**config.mk**
```make
export PLATFORM = sky130hd
export DESIGN_NAME = ncd_top
export DESIGN_NICKNAME = d
export VERILOG_FILES = /design/src/ncd_pkg.sv /design/src/ncd_cic.sv /design/src/ncd_top.sv
export SDC_FILE = /design/constraint.sdc
export NUM_CORES = 2
export LEC_CHECK = 0
export BUFFER_PORTS_ARGS = -buffer_cell sky130_fd_sc_hd__buf_4
export CAP_MARGIN = 10
export CORE_ASPECT_RATIO = 1.5
export CORE_MARGIN = 4
export CORE_UTILIZATION = 40
export CTS_CLUSTER_DIAMETER = 100
export DETAILED_ROUTE_END_ITERATION = 6
export HOLD_SLACK_MARGIN = 0.15
export SLEW_MARGIN = 30
export SYNTH_ARGS = -nofsm -noshare
export SYNTH_HDL_FRONTEND = slang
export SYNTH_SLANG_ARGS = --single-unit
export TNS_END_PERCENT = 5
```
**constraint.sdc**
```tcl
create_clock -name i_clk -period 30.3 [get_ports i_clk]
set_input_delay 0 -clock i_clk [delete_from_list [all_inputs] [get_ports i_clk]]
set_output_delay 0 -clock i_clk [all_outputs]
set_load 0.005 [all_outputs]
```
**src/ncd_pkg.sv**
```systemverilog
package ncd_pkg;

    // Register byte addresses
    localparam logic [11:0] NCD_ADDR_CTRL = 12'h000;
    localparam logic [11:0] NCD_ADDR_TUNE = 12'h004;
    localparam logic [11:0] NCD_ADDR_STAGE2 = 12'h008;
    localparam logic [11:0] NCD_ADDR_STAGE5 = 12'h00c;
    localparam logic [11:0] NCD_ADDR_PHASE = 12'h010;

    // Field positions
    localparam int NCD_CTRL_MASTER_BIT = 0;
    localparam int NCD_CTRL_MODE_LSB = 1;
    localparam int NCD_RATIO_LSB = 0;
    localparam int NCD_ATTEN_LSB = 8;

    // Field limits and scaling offsets
    localparam logic [5:0] NCD_RATIO_MIN = 6'h01;
    localparam logic [5:0] NCD_S2_RATIO_MAX = 6'h10;
    localparam logic [5:0] NCD_S5_RATIO_MAX = 6'h20;
    localparam logic [5:0] NCD_ATTEN_MIN = 6'h00;
    localparam logic [5:0] NCD_S2_ATTEN_MAX = 6'h06;
    localparam logic [5:0] NCD_S5_ATTEN_MAX = 6'h14;
    localparam logic [4:0] NCD_S2_SHIFT_BASE = 5'h02;
    localparam logic [4:0] NCD_S5_SHIFT_BASE = 5'h05;

    // Reset values
    localparam logic NCD_RST_MASTER = 1'b1;
    localparam logic [31:0] NCD_RST_TUNE = 32'h0000_0000;
    localparam logic [5:0] NCD_RST_RATIO = 6'h01;
    localparam logic [5:0] NCD_RST_ATTEN = 6'h00;

    // Data widths
    localparam int NCD_IN_W = 16;
    localparam int NCD_S2_OUT_W = 18;
    localparam int NCD_S5_OUT_W = 20;

    // Input modes, Gray coded
    typedef enum logic [1:0] {
        NCD_MODE_REAL = 2'b00,
        NCD_MODE_COMPLEX = 2'b01,
        NCD_MODE_DIVERSITY = 2'b11
    } ncd_mode_t;

    // Shared I/Q path word
    typedef struct packed {
        logic valid;
        logic is_q;
        logic [NCD_S2_OUT_W-1:0] data;
    } ncd_mid_t;

    // Fifth-order output word
    typedef struct packed {
        logic valid;
        logic is_q;
        logic [NCD_S5_OUT_W-1:0] data;
    } ncd_out_t;

endpackage : ncd_pkg

```
**src/ncd_cic.sv**
```systemverilog
`timescale 1ns/1ns
module ncd_cic
    import ncd_pkg::*;
#(
    parameter int ORDER = 2,
    parameter int IW = 16,
    parameter int OW = 18,
    parameter int RW = 6,
    parameter int SW = 5,
    parameter int MAXR = 16,
    parameter int GW = IW + ORDER * $clog2(MAXR)
) (
    input wire logic i_clk,
    input wire logic i_reset,
    input wire logic i_restart,
    input wire logic i_valid,
    input wire logic [IW-1:0] i_data,
    input wire logic [RW-1:0] i_ratio,
    input wire logic [SW-1:0] i_shift,
    output logic o_valid,
    output logic [OW-1:0] o_data
);
    // Refuse widths that cannot hold the ratio or the result
    if (MAXR >= (1 << RW) || OW > GW || ORDER < 1) begin : g_bad
        $error("ncd_cic: parameter set not supported");
    end

    logic signed [GW-1:0] integ_q [ORDER];
    logic signed [GW-1:0] integ_d [ORDER];
    logic signed [GW-1:0] dly_q [ORDER];
    logic signed [GW-1:0] dly_d [ORDER];
    logic [RW-1:0] cnt_q, cnt_d;
    logic valid_q, valid_d;
    logic [OW-1:0] data_q, data_d;

    // Integrators at input rate, combs at output rate; wrap-around is harmless
    always_comb begin
        logic signed [GW-1:0] acc;
        logic signed [GW-1:0] shf;
        acc = '0;
        shf = '0;
        integ_d = integ_q;
        dly_d = dly_q;
        cnt_d = cnt_q;
        valid_d = 1'b0;
        data_d = data_q;
        if (i_valid) begin
            acc = {{(GW-IW){i_data[IW-1]}}, i_data};
            for (int k = 0; k < ORDER; k++) begin
                acc = integ_q[k] + acc;
                integ_d[k] = acc;
            end
            if ({1'b0, cnt_q} + 1'b1 >= {1'b0, i_ratio}) begin
                cnt_d = '0;
                for (int k = 0; k < ORDER; k++) begin
                    dly_d[k] = acc;
                    acc = acc - dly_q[k];
                end
                shf = acc >>> i_shift;
                valid_d = 1'b1;
                data_d = shf[OW-1:0];
            end else begin
                cnt_d = cnt_q + 1'b1;
            end
        end
        if (i_restart) begin
            cnt_d = '0;
        end
    end

    // State registers
    always_ff @(posedge i_clk) begin
        if (i_reset) begin
            for (int k = 0; k < ORDER; k++) begin
                integ_q[k] <= '0;
                dly_q[k] <= '0;
            end
            cnt_q <= '0;
            valid_q <= 1'b0;
            data_q <= '0;
        end else begin
            integ_q <= integ_d;
            dly_q <= dly_d;
            cnt_q <= cnt_d;
            valid_q <= valid_d;
            data_q <= data_d;
        end
    end

    assign o_valid = valid_q;
    assign o_data = data_q;

endmodule : ncd_cic

```
**src/ncd_top.sv**
```systemverilog
`timescale 1ns/1ns
module ncd_top
    import ncd_pkg::*;
(
    input wire logic i_clk,
    input wire logic i_reset,
    input wire logic i_psel,
    input wire logic i_penable,
    input wire logic i_pwrite,
    input wire logic [11:0] i_paddr,
    input wire logic [31:0] i_pwdata,
    output logic [31:0] o_prdata,
    output logic o_pready,
    output logic o_pslverr,
    input wire logic i_ab_sel,
    input wire logic i_sync_in,
    output logic o_sync_out,
    output logic o_sync_oe,
    input wire logic i_mix_valid,
    input wire logic [NCD_IN_W-1:0] i_mix_i,
    input wire logic [NCD_IN_W-1:0] i_mix_q,
    output logic [31:0] o_osc_phase,
    output logic o_out_valid,
    output logic o_out_is_q,
    output logic [NCD_S5_OUT_W-1:0] o_out_data
);
    // Clamp a written field into its legal range
    function automatic logic [5:0] ncd_clamp(input logic [5:0] v, input logic [5:0] lo, input logic [5:0] hi);
        logic [5:0] r;
        r = v;
        if (v < lo) begin
            r = lo;
        end else if (v > hi) begin
            r = hi;
        end
        return r;
    endfunction : ncd_clamp

    // ---- Register file state
    logic master_q, master_d;
    ncd_mode_t mode_q, mode_d;
    logic [31:0] tune_q, tune_d;
    logic [5:0] s2_ratio_q, s2_ratio_d, s2_atten_q, s2_atten_d;
    logic [5:0] s5_ratio_q, s5_ratio_d, s5_atten_q, s5_atten_d;
    logic pready_q, pready_d, pslverr_q, pslverr_d;
    logic [31:0] prdata_q, prdata_d;
    logic accept, wr_s2, wr_s5, tune_access;

    // Access completes at the second access-phase edge
    assign accept = i_psel & i_penable & pready_q;
    assign tune_access = accept & (i_paddr == NCD_ADDR_TUNE);
    assign wr_s2 = accept & i_pwrite & (i_paddr == NCD_ADDR_STAGE2);
    assign wr_s5 = accept & i_pwrite & (i_paddr == NCD_ADDR_STAGE5);

    // APB decode, write and read data
    always_comb begin
        logic mapped;
        mapped = (i_paddr == NCD_ADDR_CTRL) || (i_paddr == NCD_ADDR_TUNE) || (i_paddr == NCD_ADDR_STAGE2)
            || (i_paddr == NCD_ADDR_STAGE5) || (i_paddr == NCD_ADDR_PHASE);
        master_d = master_q;
        mode_d = mode_q;
        tune_d = tune_q;
        s2_ratio_d = s2_ratio_q;
        s2_atten_d = s2_atten_q;
        s5_ratio_d = s5_ratio_q;
        s5_atten_d = s5_atten_q;
        pready_d = i_psel & i_penable & ~pready_q;
        pslverr_d = 1'b0;
        prdata_d = prdata_q;
        if (pready_d) begin
            pslverr_d = ~mapped;
            case (i_paddr)
                NCD_ADDR_CTRL: prdata_d = {29'h0, mode_q, master_q};
                NCD_ADDR_TUNE: prdata_d = tune_q;
                NCD_ADDR_STAGE2: prdata_d = {18'h0, s2_atten_q, 2'h0, s2_ratio_q};
                NCD_ADDR_STAGE5: prdata_d = {18'h0, s5_atten_q, 2'h0, s5_ratio_q};
                NCD_ADDR_PHASE: prdata_d = o_osc_phase;
                default: prdata_d = 32'h0000_0000;
            endcase
        end
        if (accept && i_pwrite) begin
            case (i_paddr)
                NCD_ADDR_CTRL: begin
                    master_d = i_pwdata[NCD_CTRL_MASTER_BIT];
                    mode_d = ncd_mode_t'(i_pwdata[NCD_CTRL_MODE_LSB +: 2]);
                end
                NCD_ADDR_TUNE: tune_d = i_pwdata;
                NCD_ADDR_STAGE2: begin
                    s2_ratio_d = ncd_clamp(i_pwdata[NCD_RATIO_LSB +: 6], NCD_RATIO_MIN, NCD_S2_RATIO_MAX);
                    s2_atten_d = ncd_clamp(i_pwdata[NCD_ATTEN_LSB +: 6], NCD_ATTEN_MIN, NCD_S2_ATTEN_MAX);
                end
                NCD_ADDR_STAGE5: begin
                    s5_ratio_d = ncd_clamp(i_pwdata[NCD_RATIO_LSB +: 6], NCD_RATIO_MIN, NCD_S5_RATIO_MAX);
                    s5_atten_d = ncd_clamp(i_pwdata[NCD_ATTEN_LSB +: 6], NCD_ATTEN_MIN, NCD_S5_ATTEN_MAX);
                end
                default: ;
            endcase
        end
    end

    // Register file flops
    always_ff @(posedge i_clk) begin
        if (i_reset) begin
            master_q <= NCD_RST_MASTER;
            mode_q <= NCD_MODE_REAL;
            tune_q <= NCD_RST_TUNE;
            s2_ratio_q <= NCD_RST_RATIO;
            s2_atten_q <= NCD_RST_ATTEN;
            s5_ratio_q <= NCD_RST_RATIO;
            s5_atten_q <= NCD_RST_ATTEN;
            pready_q <= 1'b0;
            pslverr_q <= 1'b0;
            prdata_q <= 32'h0000_0000;
        end else begin
            master_q <= master_d;
            mode_q <= mode_d;
            tune_q <= tune_d;
            s2_ratio_q <= s2_ratio_d;
            s2_atten_q <= s2_atten_d;
            s5_ratio_q <= s5_ratio_d;
            s5_atten_q <= s5_atten_d;
            pready_q <= pready_d;
            pslverr_q <= pslverr_d;
            prdata_q <= prdata_d;
        end
    end

    assign o_pready = pready_q;
    assign o_pslverr = pslverr_q;
    assign o_prdata = prdata_q;

    // ---- Pin synchronisers; first stage feeds only the second
    logic ab_meta_q, ab_q, ab_prev_q, sync_meta_q, sync_q;
    always_ff @(posedge i_clk) begin
        if (i_reset) begin
            ab_meta_q <= 1'b0;
            ab_q <= 1'b0;
            ab_prev_q <= 1'b0;
            sync_meta_q <= 1'b0;
            sync_q <= 1'b0;
        end else begin
            ab_meta_q <= i_ab_sel;
            ab_q <= ab_meta_q;
            ab_prev_q <= ab_q;
            sync_meta_q <= i_sync_in;
            sync_q <= sync_meta_q;
        end
    end

    // ---- Oscillator phase and sync
    logic [31:0] phase_q, phase_d;
    logic master_prev_q, rearm_q, rearm_d, sync_out_q, sync_out_d;
    logic advance, wrap, int_sync;
    logic [32:0] phase_sum;

    // Real mode: select level steps the phase; other modes: select toggles
    always_comb begin
        case (mode_q)
            NCD_MODE_REAL: advance = ab_q;
            NCD_MODE_COMPLEX: advance = ab_q ^ ab_prev_q;
            NCD_MODE_DIVERSITY: advance = ab_q ^ ab_prev_q;
            default: advance = ab_q;
        endcase
    end

    assign phase_sum = {1'b0, phase_q} + {1'b0, tune_q};
    assign wrap = advance & phase_sum[32];

    always_comb begin
        // tuning access syncs only as master
        int_sync = master_q & tune_access;
        rearm_d = rearm_q;
        // rearm on slave to master, fire at zero crossing
        if (master_q && rearm_q && wrap) begin
            int_sync = 1'b1;
            rearm_d = 1'b0;
        end
        if (master_q && !master_prev_q) begin
            rearm_d = 1'b1;
        end
        if (!master_q) begin
            rearm_d = 1'b0;
        end
        // master pulses pin, slave holds phase at zero while pin high
        sync_out_d = int_sync;
        if (int_sync || (!master_q && sync_q)) begin
            phase_d = 32'h0000_0000;
        end else if (advance) begin
            phase_d = phase_sum[31:0];
        end else begin
            phase_d = phase_q;
        end
    end

    // Oscillator flops
    always_ff @(posedge i_clk) begin
        if (i_reset) begin
            phase_q <= 32'h0000_0000;
            master_prev_q <= NCD_RST_MASTER;
            rearm_q <= 1'b0;
            sync_out_q <= 1'b0;
        end else begin
            phase_q <= phase_d;
            master_prev_q <= master_q;
            rearm_q <= rearm_d;
            sync_out_q <= sync_out_d;
        end
    end

    assign o_osc_phase = phase_q;
    assign o_sync_out = sync_out_q;
    assign o_sync_oe = master_q;

    // ---- Second-order stage, I and Q in parallel
    logic s2i_valid, s2q_valid;
    logic [NCD_S2_OUT_W-1:0] s2i_data, s2q_data;
    logic [4:0] s2_shift, s5_shift;
    // shift by atten+2 even at ratio 1
    assign s2_shift = s2_atten_q[4:0] + NCD_S2_SHIFT_BASE;
    assign s5_shift = s5_atten_q[4:0] + NCD_S5_SHIFT_BASE;

    // one sample per clock, parallel I/Q
    ncd_cic #(.ORDER(2), .IW(NCD_IN_W), .OW(NCD_S2_OUT_W), .RW(6), .SW(5), .MAXR(16)) u_s2_i (
        .i_clk(i_clk), .i_reset(i_reset), .i_restart(wr_s2), .i_valid(i_mix_valid), .i_data(i_mix_i),
        .i_ratio(s2_ratio_q), .i_shift(s2_shift), .o_valid(s2i_valid), .o_data(s2i_data)
    );
    ncd_cic #(.ORDER(2), .IW(NCD_IN_W), .OW(NCD_S2_OUT_W), .RW(6), .SW(5), .MAXR(16)) u_s2_q (
        .i_clk(i_clk), .i_reset(i_reset), .i_restart(wr_s2), .i_valid(i_mix_valid), .i_data(i_mix_q),
        .i_ratio(s2_ratio_q), .i_shift(s2_shift), .o_valid(s2q_valid), .o_data(s2q_data)
    );

    // ---- Shared path: I then Q on consecutive cycles
    ncd_mid_t mid_q, mid_d;
    logic q_pend_q, q_pend_d;
    logic [NCD_S2_OUT_W-1:0] q_hold_q, q_hold_d;
    always_comb begin
        mid_d = '0;
        q_pend_d = q_pend_q;
        q_hold_d = q_hold_q;
        if (s2i_valid) begin
            mid_d = '{valid: 1'b1, is_q: 1'b0, data: s2i_data};
            q_hold_d = s2q_data;
            q_pend_d = 1'b1;
        end else if (q_pend_q) begin
            mid_d = '{valid: 1'b1, is_q: 1'b1, data: q_hold_q};
            q_pend_d = 1'b0;
        end
    end

    // Shared path flops; a Q still waiting would be lost if the rate limits are broken
    always_ff @(posedge i_clk) begin
        if (i_reset) begin
            mid_q <= '0;
            q_pend_q <= 1'b0;
            q_hold_q <= '0;
        end else begin
            mid_q <= mid_d;
            q_pend_q <= q_pend_d;
            q_hold_q <= q_hold_d;
        end
    end

    // ---- Fifth-order stage, one filter state per channel
    logic s5i_valid, s5q_valid;
    logic [NCD_S5_OUT_W-1:0] s5i_data, s5q_data;
    ncd_cic #(.ORDER(5), .IW(NCD_S2_OUT_W), .OW(NCD_S5_OUT_W), .RW(6), .SW(5), .MAXR(32)) u_s5_i (
        .i_clk(i_clk), .i_reset(i_reset), .i_restart(wr_s5), .i_valid(mid_q.valid & ~mid_q.is_q),
        .i_data(mid_q.data), .i_ratio(s5_ratio_q), .i_shift(s5_shift), .o_valid(s5i_valid), .o_data(s5i_data)
    );
    ncd_cic #(.ORDER(5), .IW(NCD_S2_OUT_W), .OW(NCD_S5_OUT_W), .RW(6), .SW(5), .MAXR(32)) u_s5_q (
        .i_clk(i_clk), .i_reset(i_reset), .i_restart(wr_s5), .i_valid(mid_q.valid & mid_q.is_q),
        .i_data(mid_q.data), .i_ratio(s5_ratio_q), .i_shift(s5_shift), .o_valid(s5q_valid), .o_data(s5q_data)
    );

    // ---- Output stage
    ncd_out_t out_q, out_d;
    always_comb begin
        out_d = '0;
        if (s5_ratio_q == NCD_RATIO_MIN) begin
            out_d.valid = mid_q.valid;
            out_d.is_q = mid_q.is_q;
            out_d.data = {{(NCD_S5_OUT_W-NCD_S2_OUT_W){mid_q.data[NCD_S2_OUT_W-1]}}, mid_q.data};
        end else if (s5i_valid) begin
            out_d = '{valid: 1'b1, is_q: 1'b0, data: s5i_data};
        end else if (s5q_valid) begin
            out_d = '{valid: 1'b1, is_q: 1'b1, data: s5q_data};
        end
    end

    // Output flops
    always_ff @(posedge i_clk) begin
        if (i_reset) begin
            out_q <= '0;
        end else begin
            out_q <= out_d;
        end
    end

    assign o_out_valid = out_q.valid;
    assign o_out_is_q = out_q.is_q;
    assign o_out_data = out_q.data;

    // ---- Checking helpers: inputs seen since last second-order output
    logic [5:0] chk_q, chk_d;
    always_comb begin
        chk_d = chk_q;
        if (s2i_valid) begin
            chk_d = {5'h00, i_mix_valid};
        end else if (i_mix_valid) begin
            chk_d = chk_q + 6'h01;
        end
        if (wr_s2) begin
            chk_d = 6'h00;
        end
    end

    // Helper flop
    always_ff @(posedge i_clk) begin
        if (i_reset) begin
            chk_q <= 6'h00;
        end else begin
            chk_q <= chk_d;
        end
    end
endmodule : ncd_top

```
==> impl_metrics.json <==
{
  "fillerInstances": 26770,
  "die_w_um": 425,
  "clock_sinks": 1349,
  "cts_root_buffer": "clkbuf_16",
  "synth_edf_count": 0,
  "worstPathMaxFanout": 6,
  "num_vias": 95527,
  "ys_ff_latch": 1349,
  "rows": 229,
  "cpPeakStageDelay_ns": 1.07,
  "maxCapViolCount": 0,
  "reg2reg_depth": 78,
  "final_common_cell": "nand2_1",
  "grt_usage_pct": 21.0,
  "clock_latency_ns": 0.84,
  "holdPathEnd": "s5_atten_q[0]",
  "fp.coreArea_um2": 260000,
  "io_buffer_count": 173,
  "crit_required_ns": 31.02,
  "vias_per_cell": 5.42,
  "post_cts.repair.setup_buffers": 0,
  "final_cell_mix": "2,345 x nand2_1, 1,910 x a21oi_1, 1,344 x dfxtp_1",
  "crit_top_cell": "ha_1",
  "min_path_type": "in2reg",
  "r2r-end": "u_s5_q.o_data[17]",
  "stdcell_count": 17638,
  "finalSetupViolations": 0,
  "yosys-top-cells-area": "dfxtp_1 26%, ha_1 13%, a21oi_1 9.2%",
  "grt_start_max_net_pins": 176,
  "worstPathArrival_ns": 19.61,
  "crit_path_top_delay_cell": "a2111oi_0",
  "dp_hpwl_um": 219000,
  "drt_iter0_drc": 4988,
  "worst-path-stages": 78,
  "synth_cells": 14049,
  "grt_pass1_vias": 91900,
  "drt-total-wl_um": 294000,
  "path_clk_slew_ns": 0.06,
  "timing.final.crit_share_pct": 62.4,
  "finalClockSkew_ns": 0.0515,
  "async_flop_share_pct": 0,
  "min_period_ns": 18.89,
  "grt_first_pass_wirelength_um": 472000,
  "holdWs_ns": 0.234,
  "relSlewSlack_pct": 18.3,
  "timing.rr.start": "mid_q[1]",
  "drc": 0,
  "gp_congestion": 0.880,
  "grt.overflow.total": 0,
  "hold_path_depth": 6,
  "cp_top_family": "compound AO/OA/AOI/OAI gates",
  "antenna_found_initial": 6,
  "die_area_um2": 270000,
  "cp-startpoint": "mid_q[1]",
  "yosysSeqAreaShare_pct": 25.9,
  "ios": 174,
  "max_freq_mhz": 52.9,
  "wl_per_cell_um": 16.7,
  "final_hold_viol_count": 0,
  "nNetsFinal": 15260,
  "status": "finished, final reports clean",
  "start_util_pct": 40.2,
  "min_from": "i_pwdata[11]",
  "cts_buffer_depth": 4,
  "worstMarginPinSlew_ns": 1.20,
  "netlist_area_um2": 104000,
  "synth_cell_types": 108,
  "yosys.area.top_type_share_pct": 25.9,
  "placed_cells": 17209,
  "post-route-worst-setup-slack_ns": 11.41,
  "htree_levels": 4,
  "crit_type": "reg2reg",
  "cp-end-kind": "flop",
  "synth.avg_cell_area_um2": 7.44,
  "startpoint_type": "flop",
  "pre_cts_ws_ns": 11.60,
  "setup_tns_ns": 0,
  "drive_gt1_share_pct": 5.35,
  "cts_tree": "yes",
  "slew_viol_final": 0,
  "path_buf_inv": 0,
  "syn-num-nets": 15250,
  "yosys_warnings": 0,
  "cts_made_buffers": 163,
  "cts.repair.resized": 0,
  "synth.largest_area_cell": "dfxtp_1",
  "rrSetupSlack_ns": 11.41,
  "synthFlopType": "dfxtp_1",
  "ant_nets": 0,
  "die_h_um": 634,
  "dr.pass1.iters": 7,
  "syn2layout_area_growth_pct": 10.9,
  "rsz0062_at_grt": "no"
}
state kept, by name (all words and copies together) (netlist names), 20 cells and up:
name	flops
u_s2_q.integ_q	48
u_s5_i.integ_q	215
u_s5_i.dly_q	215
u_s2_i.dly_q	48
u_s5_q.o_data	20
tune_q	32
mid_q	20
u_s5_i.o_data	20
u_s2_i.integ_q	48
o_out_data	20
u_s2_q.dly_q	48
o_osc_phase	32
u_s5_q.integ_q	215
o_prdata	32
u_s5_q.dly_q	215
timing repair:
action	4_1_cts	5_1_grt
hold buffers	149	0
hold endpoints to repair	463	0
endpoints found under the setup margin	0	0
cell usage after synthesis (all sizes together) (26+ instances only):
library cell     n
dfxtp         1349
a22oi           54
mux4            31
nand2b         148
nand4           60
buf             61
a31oi          117
and3           105
xnor2          710
o211ai          90
ha            1088
clkbuf         515
mux2            34
a31o            30
and2            70
a211o           31
a2111oi         29
or2             55
o21ai          580
a21o           337
o311ai          26
nand2         2348
nand3          222
or3             71
o21bai         178
o21a           122
nor3           226
nor2          1093
xor2           249
nor4            27
mux2i          185
fa              29
nor2b          135
inv            965
a211oi         213
o31ai           59
a21oi         1919
a21boi          84
per-stage QoR:
step | cell area (um2) | utilization, %
final | 116000 | 44.6
after global routing | 116000 | 44.6
after CTS | 116000 | 44.6
after detailed placement | 109000 | 42.0
after global placement | 109000 | 42.0
after floorplan | 104000 | -
cell type report:
cell class                 count  area, um2  share of cell area [%]
inverter                     966       3630                    3.13
sequential                  1349      27000                    23.3
tap                         3465       4340                    3.74
multi-input combinational  11158      71900                    62.1
timing repair buffer         421       3610                    3.12
antenna                        2       5.00                 0.00432
clock inverter                41        594                   0.513
clock buffer                 236       4780                    4.13
worst max path at each step:
stage                             end  slack, ns
global route        u_s5_i.o_data[15]       9.80
floorplan           u_s5_i.o_data[18]      14.90
finish              u_s5_q.o_data[17]      11.41
detailed placement  u_s5_q.o_data[17]      11.60
global placement    u_s5_q.o_data[17]      11.72
CTS                 u_s5_q.o_data[17]      11.57
metal layers:
layer	part of all wire, %	track usage [%]
met5	0	0
met4	4.2	8.35
met3	3.0	1.96
met2	52	40.2
met1	41	23.6
cells by family (layout without fill, tap and decap cells):
logic type      after synthesis  in the layout  share of synthesized area [%]
compound gates             4152           4152                           24.5
fa+ha+maj                  1117           1117                           13.6
flops                      1349           1349                           25.9
mux                         250            250                           2.81
other cells                   0              2                              0
simple gates               4671           4671                           19.4
xor+xnor                    968            968                           8.29
buf+inv                    1542           1664                           5.55
worst min-delay path, cell delays in order:
cell,delay (ns)
dlygate4sd3_1,0.53
buf_4,0.13
nand2b_1,0.10
a21oi_1,0.09
nand3_1,0.11
a21oi_1,0.06
Power is not shown: default switching activity piles up to over one toggle a cycle in this logic, so the estimate is an artifact.
